[src/alarm_input_pkg.sv]
package alarm_input_pkg;
   // ****************
   // sizes
   // ****************
   localparam int BYTE_W = 8;
   localparam int NUM_BYTES = 4;
   localparam int NUM_CH = BYTE_W * NUM_BYTES;
   localparam int IRQ_LINES = 4;
   localparam int SHARE_BITS = 8;
   localparam int ALARM_BIT_W = 3;
   localparam int OFFS_W = 2;

   // ****************
   // addresses and offsets
   // ****************
   localparam logic [7:0] SHARED_ADDR = 8'h00;
   localparam logic [OFFS_W-1:0] FIRST_OFFS = 2'h0;
   localparam logic [OFFS_W-1:0] LAST_OFFS = 2'h3;
   localparam logic [ALARM_BIT_W-1:0] MASTER_BIT = 3'h0;

   // ****************
   // reset values
   // ****************
   localparam logic [BYTE_W-1:0] DATA_RST = 8'h00;
   localparam logic [NUM_CH-1:0] CH_RST = 32'h00000000;
   localparam logic [IRQ_LINES-1:0] IRQ_RST = 4'h0;

   // ****************
   // scan sequence
   // ****************
   typedef enum logic [1:0] {
      SCAN_IDLE,
      SCAN_HELD
   } scan_state_type;
endpackage

[src/edge_sense_if.sv]
`timescale 1ns/1ps
interface edge_sense_if;
   import alarm_input_pkg::*;
   logic [NUM_CH-1:0] sample;
   logic [NUM_BYTES-1:0] rising;
   logic [NUM_CH-1:0] edge_hit;

   modport detector (
      input sample,
      input rising,
      output edge_hit
   );
   modport user (
      output sample,
      output rising,
      input edge_hit
   );
endinterface

[src/alarm_input_module.sv]
`timescale 1ns/1ps
module alarm_input_module #(
   parameter int NUM_SLAVES_MAX = 7
) (
   // clock and reset
   input wire logic sys_clk_in,
   input wire logic resetn_in,
   // process inputs
   input wire logic [alarm_input_pkg::NUM_CH-1:0] din_in,
   // i/o bus, byte reads
   input wire logic io_rd_in,
   input wire logic [7:0] io_addr_in,
   output logic [alarm_input_pkg::BYTE_W-1:0] io_data_out,
   output logic io_data_oe_n_out,
   output logic io_ack_out,
   // configuration switches and jumpers
   input wire logic [7:0] base_addr_in,
   input wire logic [alarm_input_pkg::NUM_BYTES-1:0] edge_polarity_switches_in,
   input wire logic [alarm_input_pkg::IRQ_LINES-1:0] interrupt_line_switches_in,
   input wire logic [alarm_input_pkg::ALARM_BIT_W-1:0] alarm_bit_switches_in,
   input wire logic [alarm_input_pkg::ALARM_BIT_W-1:0] slave_count_in,
   input wire logic chain_jumper_in,
   input wire logic alarm_byte_jumper_in,
   // alarm signalling
   input wire logic [alarm_input_pkg::SHARE_BITS-1:0] slave_alarm_in,
   output logic [alarm_input_pkg::IRQ_LINES-1:0] irq_line_out,
   output logic alarm_req_out,
   output logic chain_alarm_out,
   // status
   output logic inhibit_out,
   output logic seq_error_out
);
   import alarm_input_pkg::*;

   // ****************
   // decode helpers
   // ****************
   function automatic logic in_window(input logic [7:0] addr, input logic [7:0] base);
      logic [8:0] diff;
      diff = {1'b0, addr} - {1'b0, base};
      in_window = (addr >= base) && (diff < 9'(NUM_BYTES));
   endfunction

   function automatic logic [OFFS_W-1:0] offset_of(input logic [7:0] addr, input logic [7:0] base);
      logic [7:0] diff;
      diff = addr - base;
      offset_of = diff[OFFS_W-1:0];
   endfunction

   // ****************
   // configuration decode
   // ****************
   logic shared_mode;
   logic is_master;
   logic own_hit;
   logic shared_hit;
   logic [OFFS_W-1:0] rd_offs;
   logic scan_done;
   logic [SHARE_BITS-1:0] slave_mask;
   logic [SHARE_BITS-1:0] share_byte;

   assign shared_mode = alarm_byte_jumper_in;
   // bit zero with chain jumper fitted makes the master
   assign is_master = shared_mode && chain_jumper_in && (alarm_bit_switches_in == MASTER_BIT);
   assign own_hit = io_rd_in && in_window(io_addr_in, base_addr_in);
   assign shared_hit = io_rd_in && shared_mode && is_master && (io_addr_in == SHARED_ADDR);
   assign rd_offs = offset_of(io_addr_in, base_addr_in);

   // ****************
   // scan sequence and input freeze
   // ****************
   scan_state_type scan_q;
   logic [OFFS_W-1:0] expect_q;
   logic inhibit_q;
   logic seq_err_q;

   always_ff @(posedge sys_clk_in) begin
      if (!resetn_in) begin
         scan_q <= SCAN_IDLE;
         expect_q <= FIRST_OFFS;
      end else if (own_hit) begin
         unique case (scan_q)
            SCAN_IDLE: begin
               if (rd_offs == FIRST_OFFS) begin
                  scan_q <= SCAN_HELD;
                  expect_q <= FIRST_OFFS + 2'h1;
               end
            end
            SCAN_HELD: begin
               if (rd_offs == FIRST_OFFS) begin
                  expect_q <= FIRST_OFFS + 2'h1;
               end else if (rd_offs == LAST_OFFS && expect_q == LAST_OFFS) begin
                  scan_q <= SCAN_IDLE;
                  expect_q <= FIRST_OFFS;
               end else if (rd_offs == expect_q) begin
                  expect_q <= expect_q + 2'h1;
               end
            end
         endcase
      end
   end

   assign scan_done = own_hit && scan_q == SCAN_HELD && rd_offs == LAST_OFFS && expect_q == LAST_OFFS;

   // freeze on byte zero, release on byte three whatever came between
   always_ff @(posedge sys_clk_in) begin
      if (!resetn_in) begin
         inhibit_q <= 1'b0;
      end else if (own_hit && rd_offs == FIRST_OFFS) begin
         inhibit_q <= 1'b1;
      end else if (own_hit && rd_offs == LAST_OFFS) begin
         inhibit_q <= 1'b0;
      end
   end

   // sticky flag for reads out of order or repeated; cleared by a clean scan
   always_ff @(posedge sys_clk_in) begin
      if (!resetn_in) begin
         seq_err_q <= 1'b0;
      end else if (own_hit && !(rd_offs == FIRST_OFFS) &&
                   (scan_q == SCAN_IDLE || rd_offs != expect_q)) begin
         seq_err_q <= 1'b1;
      end else if (scan_done) begin
         seq_err_q <= 1'b0;
      end
   end

   // ****************
   // input sampling and edges
   // ****************
   logic [NUM_CH-1:0] sample_q;
   logic [NUM_CH-1:0] pending_q;
   edge_sense_if sense ();

   always_ff @(posedge sys_clk_in) begin
      if (!resetn_in) begin
         sample_q <= CH_RST;
      end else if (!inhibit_q) begin
         sample_q <= din_in;
      end
   end

   assign sense.sample = sample_q;
   assign sense.rising = edge_polarity_switches_in;

   edge_sense u_edge (
      .sys_clk_in(sys_clk_in),
      .resetn_in(resetn_in),
      .sense(sense)
   );

   // a new edge in the clearing cycle stays pending
   always_ff @(posedge sys_clk_in) begin
      if (!resetn_in) begin
         pending_q <= CH_RST;
      end else if (scan_done) begin
         pending_q <= sense.edge_hit;
      end else begin
         pending_q <= pending_q | sense.edge_hit;
      end
   end

   // ****************
   // alarm signalling
   // ****************
   logic own_alarm;
   logic [IRQ_LINES-1:0] irq_q;
   logic req_q;
   logic chain_q;

   assign own_alarm = |pending_q;

   // master only counts slaves up to the configured number
   genvar s;
   generate
      for (s = 0; s < SHARE_BITS; s++) begin : g_share
         if (s == 0) begin : g_own
            assign slave_mask[s] = 1'b0;
         end else begin : g_slave
            assign slave_mask[s] = (s <= NUM_SLAVES_MAX) && (ALARM_BIT_W'(s) <= slave_count_in);
         end
      end
   endgenerate

   assign share_byte = (slave_alarm_in & slave_mask) | {{(SHARE_BITS-1){1'b0}}, own_alarm};

   always_ff @(posedge sys_clk_in) begin
      if (!resetn_in) begin
         irq_q <= IRQ_RST;
      end else if (shared_mode) begin
         irq_q <= IRQ_RST;
      end else begin
         irq_q <= interrupt_line_switches_in & {IRQ_LINES{own_alarm}};
      end
   end

   // level request: the alarm routine sees it until every source is scanned
   always_ff @(posedge sys_clk_in) begin
      if (!resetn_in) begin
         req_q <= 1'b0;
      end else if (shared_mode) begin
         req_q <= is_master && (|share_byte);
      end else begin
         req_q <= own_alarm;
      end
   end

   // slaves hand their alarm to the master through the chain
   always_ff @(posedge sys_clk_in) begin
      if (!resetn_in) begin
         chain_q <= 1'b0;
      end else begin
         chain_q <= shared_mode && !is_master && own_alarm;
      end
   end

   // ****************
   // read data path
   // ****************
   logic [BYTE_W-1:0] data_q;
   logic oe_n_q;
   logic ack_q;

   always_ff @(posedge sys_clk_in) begin
      if (!resetn_in) begin
         data_q <= DATA_RST;
         oe_n_q <= 1'b1;
         ack_q <= 1'b0;
      end else if (shared_hit) begin
         data_q <= share_byte;
         oe_n_q <= 1'b0;
         ack_q <= 1'b1;
      end else if (own_hit) begin
         data_q <= (rd_offs == FIRST_OFFS) ? din_in[BYTE_W-1:0] :
                   sample_q[rd_offs*BYTE_W +: BYTE_W];
         oe_n_q <= 1'b0;
         ack_q <= 1'b1;
      end else begin
         data_q <= DATA_RST;
         oe_n_q <= 1'b1;
         ack_q <= 1'b0;
      end
   end

   // ****************
   // outputs
   // ****************
   assign io_data_out = data_q;
   assign io_data_oe_n_out = oe_n_q;
   assign io_ack_out = ack_q;
   assign irq_line_out = irq_q;
   assign alarm_req_out = req_q;
   assign chain_alarm_out = chain_q;
   assign inhibit_out = inhibit_q;
   assign seq_error_out = seq_err_q;
endmodule

[src/edge_sense.sv]
`timescale 1ns/1ps
module edge_sense (
   // clock and reset
   input wire logic sys_clk_in,
   input wire logic resetn_in,
   // channel samples and edge pulses
   edge_sense_if.detector sense
);
   import alarm_input_pkg::*;

   // ****************
   // per channel edge detection
   // ****************
   logic [NUM_CH-1:0] prev_q;
   logic [NUM_CH-1:0] hit_d;

   // previous value only moves when the sample moves, so a frozen input
   // circuit holds back edges until it is released rather than losing them
   always_ff @(posedge sys_clk_in) begin
      if (!resetn_in) begin
         prev_q <= CH_RST;
      end else begin
         prev_q <= sense.sample;
      end
   end

   genvar b;
   generate
      for (b = 0; b < NUM_BYTES; b++) begin : g_byte
         // one polarity per byte, shared by its eight channels
         assign hit_d[b*BYTE_W +: BYTE_W] = sense.rising[b] ?
            (sense.sample[b*BYTE_W +: BYTE_W] & ~prev_q[b*BYTE_W +: BYTE_W]) :
            (~sense.sample[b*BYTE_W +: BYTE_W] & prev_q[b*BYTE_W +: BYTE_W]);
      end
   endgenerate

   assign sense.edge_hit = hit_d;
endmodule

[config.mk]
export PLATFORM = sky130hd
export DESIGN_NAME = alarm_input_module
export DESIGN_NICKNAME = d
export VERILOG_FILES = /design/src/alarm_input_pkg.sv /design/src/edge_sense_if.sv /design/src/alarm_input_module.sv /design/src/edge_sense.sv
export SDC_FILE = /design/constraint.sdc
export NUM_CORES = 1
export LEC_CHECK = 0
export ABC_CLOCK_PERIOD_IN_PS = 3600
export BUFFER_PORTS_ARGS = -buffer_cell sky130_fd_sc_hd__buf_2
export CORE_ASPECT_RATIO = 0.5
export CORE_MARGIN = 3
export CORE_UTILIZATION = 50
export DETAILED_ROUTE_END_ITERATION = 7
export MAX_ROUTING_LAYER = met4
export PLACE_DENSITY = 0.73
export SLEW_MARGIN = 20
export SYNTH_ARGS = -nofsm -noshare
export SYNTH_HDL_FRONTEND = slang
export SYNTH_SLANG_ARGS = --single-unit
[constraint.sdc]
create_clock -name sys_clk_in -period 3.6 [get_ports sys_clk_in]
set_input_delay 0.72 -clock sys_clk_in [delete_from_list [all_inputs] [get_ports sys_clk_in]]
set_output_delay 0.72 -clock sys_clk_in [all_outputs]
set_load 0.005 [all_outputs]
==> Word-level counts from Yosys, hierarchy flattened <==
Cells that the tools add are included.
Widths: inputs -> output; s select.
{ "op_classes": {"n_bitwise": 21, "n_lt_le_gt_ge": 9, "muxes": 25, "addsub": 3, "n_eq_ne": 9, "n_reduce_logical": 32, "shifts": 1} }
{ "op_table": {"columns": ["op", "count"], "rows": [
  ["$and 8x8->8", 9],
  ["$not 8->8", 8],
  ["$mux 8", 7],
  ["$mux 32", 1],
  ["$or 32x32->32", 1],
  ["$reduce_or 32->1", 1],
  ["$shiftx 32x6->8", 1],
  ["$logic_and 1x1->1", 18],
  ["$le 3x3->1 const A", 4],
  ["$mux 2", 6],
  ["$lt 9x3->1 const B", 1],
  ["$mux 1", 9],
  ["$sub 8x8->9", 1],
  ["$ge 8x8->1", 1],
  ["$logic_not 8->1", 1],
  ["$or 8x1->8", 1],
  ["$pmux 2 s2", 2],
  ["$reduce_or 8->1", 1],
  ["$le 2x3->1 const A", 2],
  ["$and 4x4->4", 1],
  ["$eq 2x2->1 const B", 2],
  ["$logic_not 2->1", 2],
  ["$ne 2x2->1 const B", 2],
  ["$ne 4x3->1 const B", 1],
  ["15 further kinds", 17]
]} }
{ "word_totals": {"out_inout_bits": 18, "elab_cells": 113, "in_bits": 75, "ff_bits": 118} }

==> Longest topological paths before layout <==
{ "depth": {"ltp_word": 9, "mapped_depth": 12, "mapped_depth_nobuf": 11} }

==> Modules after synthesis <==
From an unflattened synthesis, not the netlist that was laid out.
{ "hier_totals": {"cells_unflattened": 538, "area_unflattened_um2": 5308.8} }
{ "by_module_without_submodules": {"columns": ["mod", "n_inst", "cells_per_inst", "seq_area_each_um2", "area_each_um2"], "rows": [
  ["alarm_input_module", 1, 371, 1701.6, 3823.7],
  ["edge_sense", 1, 167, 640.6, 1485.2]
]} }

==> Worst setup path before layout <==
OpenSTA, ideal clock, no wires.
{ "synth_timing": {"path_kind": "input to register", "start": "input io_addr_in[0]", "end": "register data_q[2] (netlist: io_data_out[2])", "arrival_time_ns": 3.201, "setup_slack_ns": 0.325, "setup_time_ns": 0.074, "stages": 12, "path_buffers": 2, "required_ns": 3.526, "path_cell_list": "inv_1 -> ha_1 -> inv_1 -> fa_1 -> a21o_1 -> o2bb2ai_2 -> mux2i_1 -> or4_1 -> buf_2 -> or4_1 -> buf_2 -> o22ai_2"} }
{ "synth_between": {"elab_chain_len": 6, "elab_cells_between_ends": 13, "classes_between": "2 x add/sub; 2 x order compare; 1 x shift; 3 x mux; 5 x reduce/logical"} }
{ "synth_rtl": {"columns": ["element", "line_no", "text"], "rows": [
  ["start, declared", "alarm_input_module.sv:12", "input wire logic [7:0] io_addr_in,"],
  ["$sub 8x8->9", "alarm_input_module.sv:40", "diff = {1'b0, addr} - {1'b0, base};"],
  ["$lt 9x3->1", "alarm_input_module.sv:41", "in_window = (addr >= base) && (diff < 9'(NUM_BYTES));"],
  ["$logic_and 1x1->1", "alarm_input_module.sv:41", null],
  ["$logic_and 1x1->1", "alarm_input_module.sv:65", "assign own_hit = io_rd_in && in_window(io_addr_in, base_addr_in);"],
  ["$mux 8", "alarm_input_module.sv:233", "end else if (own_hit) begin"],
  ["$mux 8 (*)", "alarm_input_module.sv:229", "end else if (shared_hit) begin"],
  ["end signal, assigned", "alarm_input_module.sv:230", "data_q <= share_byte;"],
  ["end signal, assigned", "alarm_input_module.sv:234", "data_q <= (rd_offs == FIRST_OFFS) ? din_in[BYTE_W-1:0] :"],
  ["end, declared", "alarm_input_module.sv:220", "logic [BYTE_W-1:0] data_q;"]
]} }
Mark *: on every way between the ends. The rest lies on a longest branch, timed or not.
A chain may end at the register's enable or synchronous reset.

==> Worst setup path in the final report <==
Same ends and word-level chain as after synthesis.

==> results_dict.tcl <==
set metrics [dict create \
    grt_max_degree 70 \
    cts_resized 0 \
    fin_nets 742 \
    die_area_sq_um 11600 \
    crit_fanout 8 \
    skew_ns 0.00547 \
    rrSetupSlack_ns 1.64 \
    cts_setup_buffers 0 \
    synth_area_per_cell_sq_um 9.04 \
    critical_path.slowest_cell "or4_1" \
    syn-num-nets 655 \
    via_per_inst 5.46 \
    status "completed" \
    drive_gt1_share_pct 20.9 \
    first_iter_violations 326 \
    synthCells 567 \
    rsz0062_at_grt "no" \
    crit_type "in -> reg" \
    synth-async-reset-ratio_pct 0 \
    cts_max_level 4 \
    hold_path_class "reg -> reg" \
    critPathMaxStageDelay_ns 0.73 \
    synth_edf_count 0 \
    post-route-min-period_ns 3.17 \
    fin_crit_sh_pct 88.2 \
    cts_buffers 17 \
    ys_ff_latch 117 \
    clk_path_buf_depth 2 \
    fin_ws_ns 0.425 \
    cp_cell_sequence "buf_2 > inv_1 > ha_1 > inv_1 > fa_1 > a21o_1 > o2bb2ai_2 > mux2i_1 > or4_1 > or4_1 > o22ai_2" \
    clk_latency_ns 0.41 \
    die_w_microns 149 \
    peakVddDrop_mv 0.356 \
    antenna_found_initial 0 \
    cp.arrival_ns 3.51 \
    grt_pass1_wl_mm 19.8 \
    hold_violations 0 \
    synth_cell_types 51 \
    rows 25 \
    dr.pass1.iters 5 \
    crit_path_end_kind "flip-flop" \
    clock-sinks 117 \
    crit_path_start_kind "input pin" \
    ys.flop_type "dfxtp_1" \
    fp.dieH_microns 77.6 \
    critPathRequiredTime_ns 3.94 \
    drv_cap 0 \
    path_clk_slew_ns 0.05 \
    ios 93 \
    antenna_cells 0 \
    drv_slew 0 \
    grt_overflow_total 0 \
    drc 0 \
    powerDensity_nw_per_um2 549 \
    hold_buffers 0 \
    dp_slack_ns -0.00598 \
    area_growth_pct 22.8 \
    grtUsageTotal_pct 22.4 \
    fmax_ghz 0.315 \
    leakage_uw 0.00268 \
    yosys_warnings 0 \
    post_drt_wl_per_cell_microns 15.0 \
    cts_tree "yes" \
    synth-seq-area-share_pct 45.7 \
    p_total_uw 3450 \
    finalSetupViolations 0 \
    first_global_vias 3986 \
    start_util_pct 52.8 \
    place.gp.congestion 0.875 \
    numPortBuffers 91 \
    ant_nets 0 \
    fp.coreArea_sq_um 9700 \
    relSlewSlack_pct 45.0 \
    finalWirelength_mm 12.0 \
    worst_slew_pin_slew_ns 0.817 \
    synthesis.area_sq_um 5120 \
    dp_hpwl_mm 8.52 \
    clock-root-buffer "clkbuf_16" \
    num_vias 4371 \
]
-- path summary, 6_finish.rpt --
path / end / from / cells past startpoint
hold reg to reg: seq_error_out$_SDFFE_PN0P_ / seq_error_out$_SDFFE_PN0P_ / 1
hold / removal: seq_error_out$_SDFFE_PN0P_ / seq_error_out$_SDFFE_PN0P_ / 1
setup / recovery: io_data_out[2]$_SDFF_PN0_ / io_addr_in[0] / 11
setup reg to reg: expect_q[1]$_SDFFE_PN0P_ / expect_q[0]$_SDFFE_PN0P_ / 7
-- logic make-up (layout without fill, tap and decap cells) --
kind of cell               Yosys count  after routing  share of synthesized area (%)
xor gates and xnor gates             3              3                          0.513
and+or+nand+nor                    214            214                           19.9
AOI/OAI and AO/OA                  120            120                           16.0
adders and majority gates           13             13                           3.32
DFF                                117            117                           45.7
muxes                               42             42                           10.2
buffers and inverters               58            157                           4.37
-- Yosys cell counts, types with 5 or more instances --
| library cell | n | share of area, % |
|---|---|---|
| nor4_1 | 12 | 1.5 |
| o21ai_0 | 41 | 4.0 |
| nand3b_1 | 7 | 1.0 |
| mux4_2 | 8 | 3.5 |
| nand4_1 | 5 | 0.61 |
| nand2b_1 | 7 | 0.85 |
| a22o_1 | 32 | 5.5 |
| nand2_1 | 63 | 4.6 |
| nor2_1 | 69 | 5.1 |
| o21ai_1 | 5 | 0.49 |
| and2_1 | 33 | 4.0 |
| clkbuf_1 | 19 | 1.4 |
| buf_1 | 5 | 0.37 |
| a21oi_1 | 12 | 1.2 |
| mux2i_1 | 33 | 6.4 |
| buf_2 | 5 | 0.49 |
| ha_1 | 12 | 2.9 |
| dfxtp_1 | 117 | 46 |
| inv_1 | 29 | 2.1 |
-- registers in the layout, summed over array words and instances (netlist names) --
name,cells
io_ack_out,1
pending_q,32
u_edge.prev_q,32
io_data_out,8
alarm_req_out,1
scan_q,1
seq_error_out,1
chain_alarm_out,1
expect_q,2
sample_q,32
io_data_oe_n_out,1
inhibit_out,1
irq_line_out,4
-- per-layer routing --
| metal | vias up | part of all wire (%) | track usage, % |
|---|---|---|---|
| met5 | - | 0 | - |
| met4 | 0 | 1.4 | 7.49 |
| met3 | 20 | 5.9 | 5.37 |
| met2 | 126 | 46 | 33.7 |
| met1 | 2057 | 47 | 29.9 |
| li1 | 2168 | - | - |
-- stage by stage --
step	util, %	area, sq um	setup TNS (ns)	hold WS, ns	std cells
6_report	64.9	6290	0	0.469	801
5_1_grt	64.9	6290	0	0.494	801
4_1_cts	64.9	6290	0	0.473	801
3_5_place_dp	58.7	5690	-0.00598	0.461	770
3_3_place_gp	58.7	5690	0	0.458	770
2_1_floorplan	-	5120	0	0.450	567
-- critical path, delay by kind of cell --
| family | cells | cell delay [ns] |
|---|---|---|
| AOI/OAI and AO/OA | 3 | 0.52 |
| and+or+nand+nor | 2 | 1.40 |
| adders and majority gates | 2 | 0.52 |
| muxes | 1 | 0.13 |
| buffers and inverters | 3 | 0.22 |
-- cell usage in the layout (no fill, tap or decap), drive strengths merged, types with 3 or more instances in the layout --
cell type / count
dfxtp: 117
buf: 97
nor2: 69
nand2: 63
o21ai: 46
and2: 33
mux2i: 33
a22o: 32
inv: 29
clkbuf: 22
a21oi: 12
nor4: 12
ha: 12
mux4: 8
nand2b: 7
nand3b: 7
nand4: 5
clkinv: 5
nand3: 4
or4: 4
o21a: 4
a31oi: 4
or3: 3
nor3: 3
bufinv: 3
o22ai: 3
-- layout make-up --
| type | count | area (sq um) |
|---|---|---|
| clock buffer | 22 | 474 |
| clock inverter | 9 | 126 |
| fill | 821 | 3400 |
| inverter | 29 | 109 |
| multi-input combinational | 392 | 2560 |
| sequential | 117 | 2340 |
| tap | 135 | 169 |
| timing repair buffer | 97 | 513 |
-- where the power goes --
part / internal, uW / switching (uW)
clock network: 1130 / 566
registers: 1360 / 52.3
logic: 164 / 174
total: 2660 / 793
(Power assumes the default switching activity.)
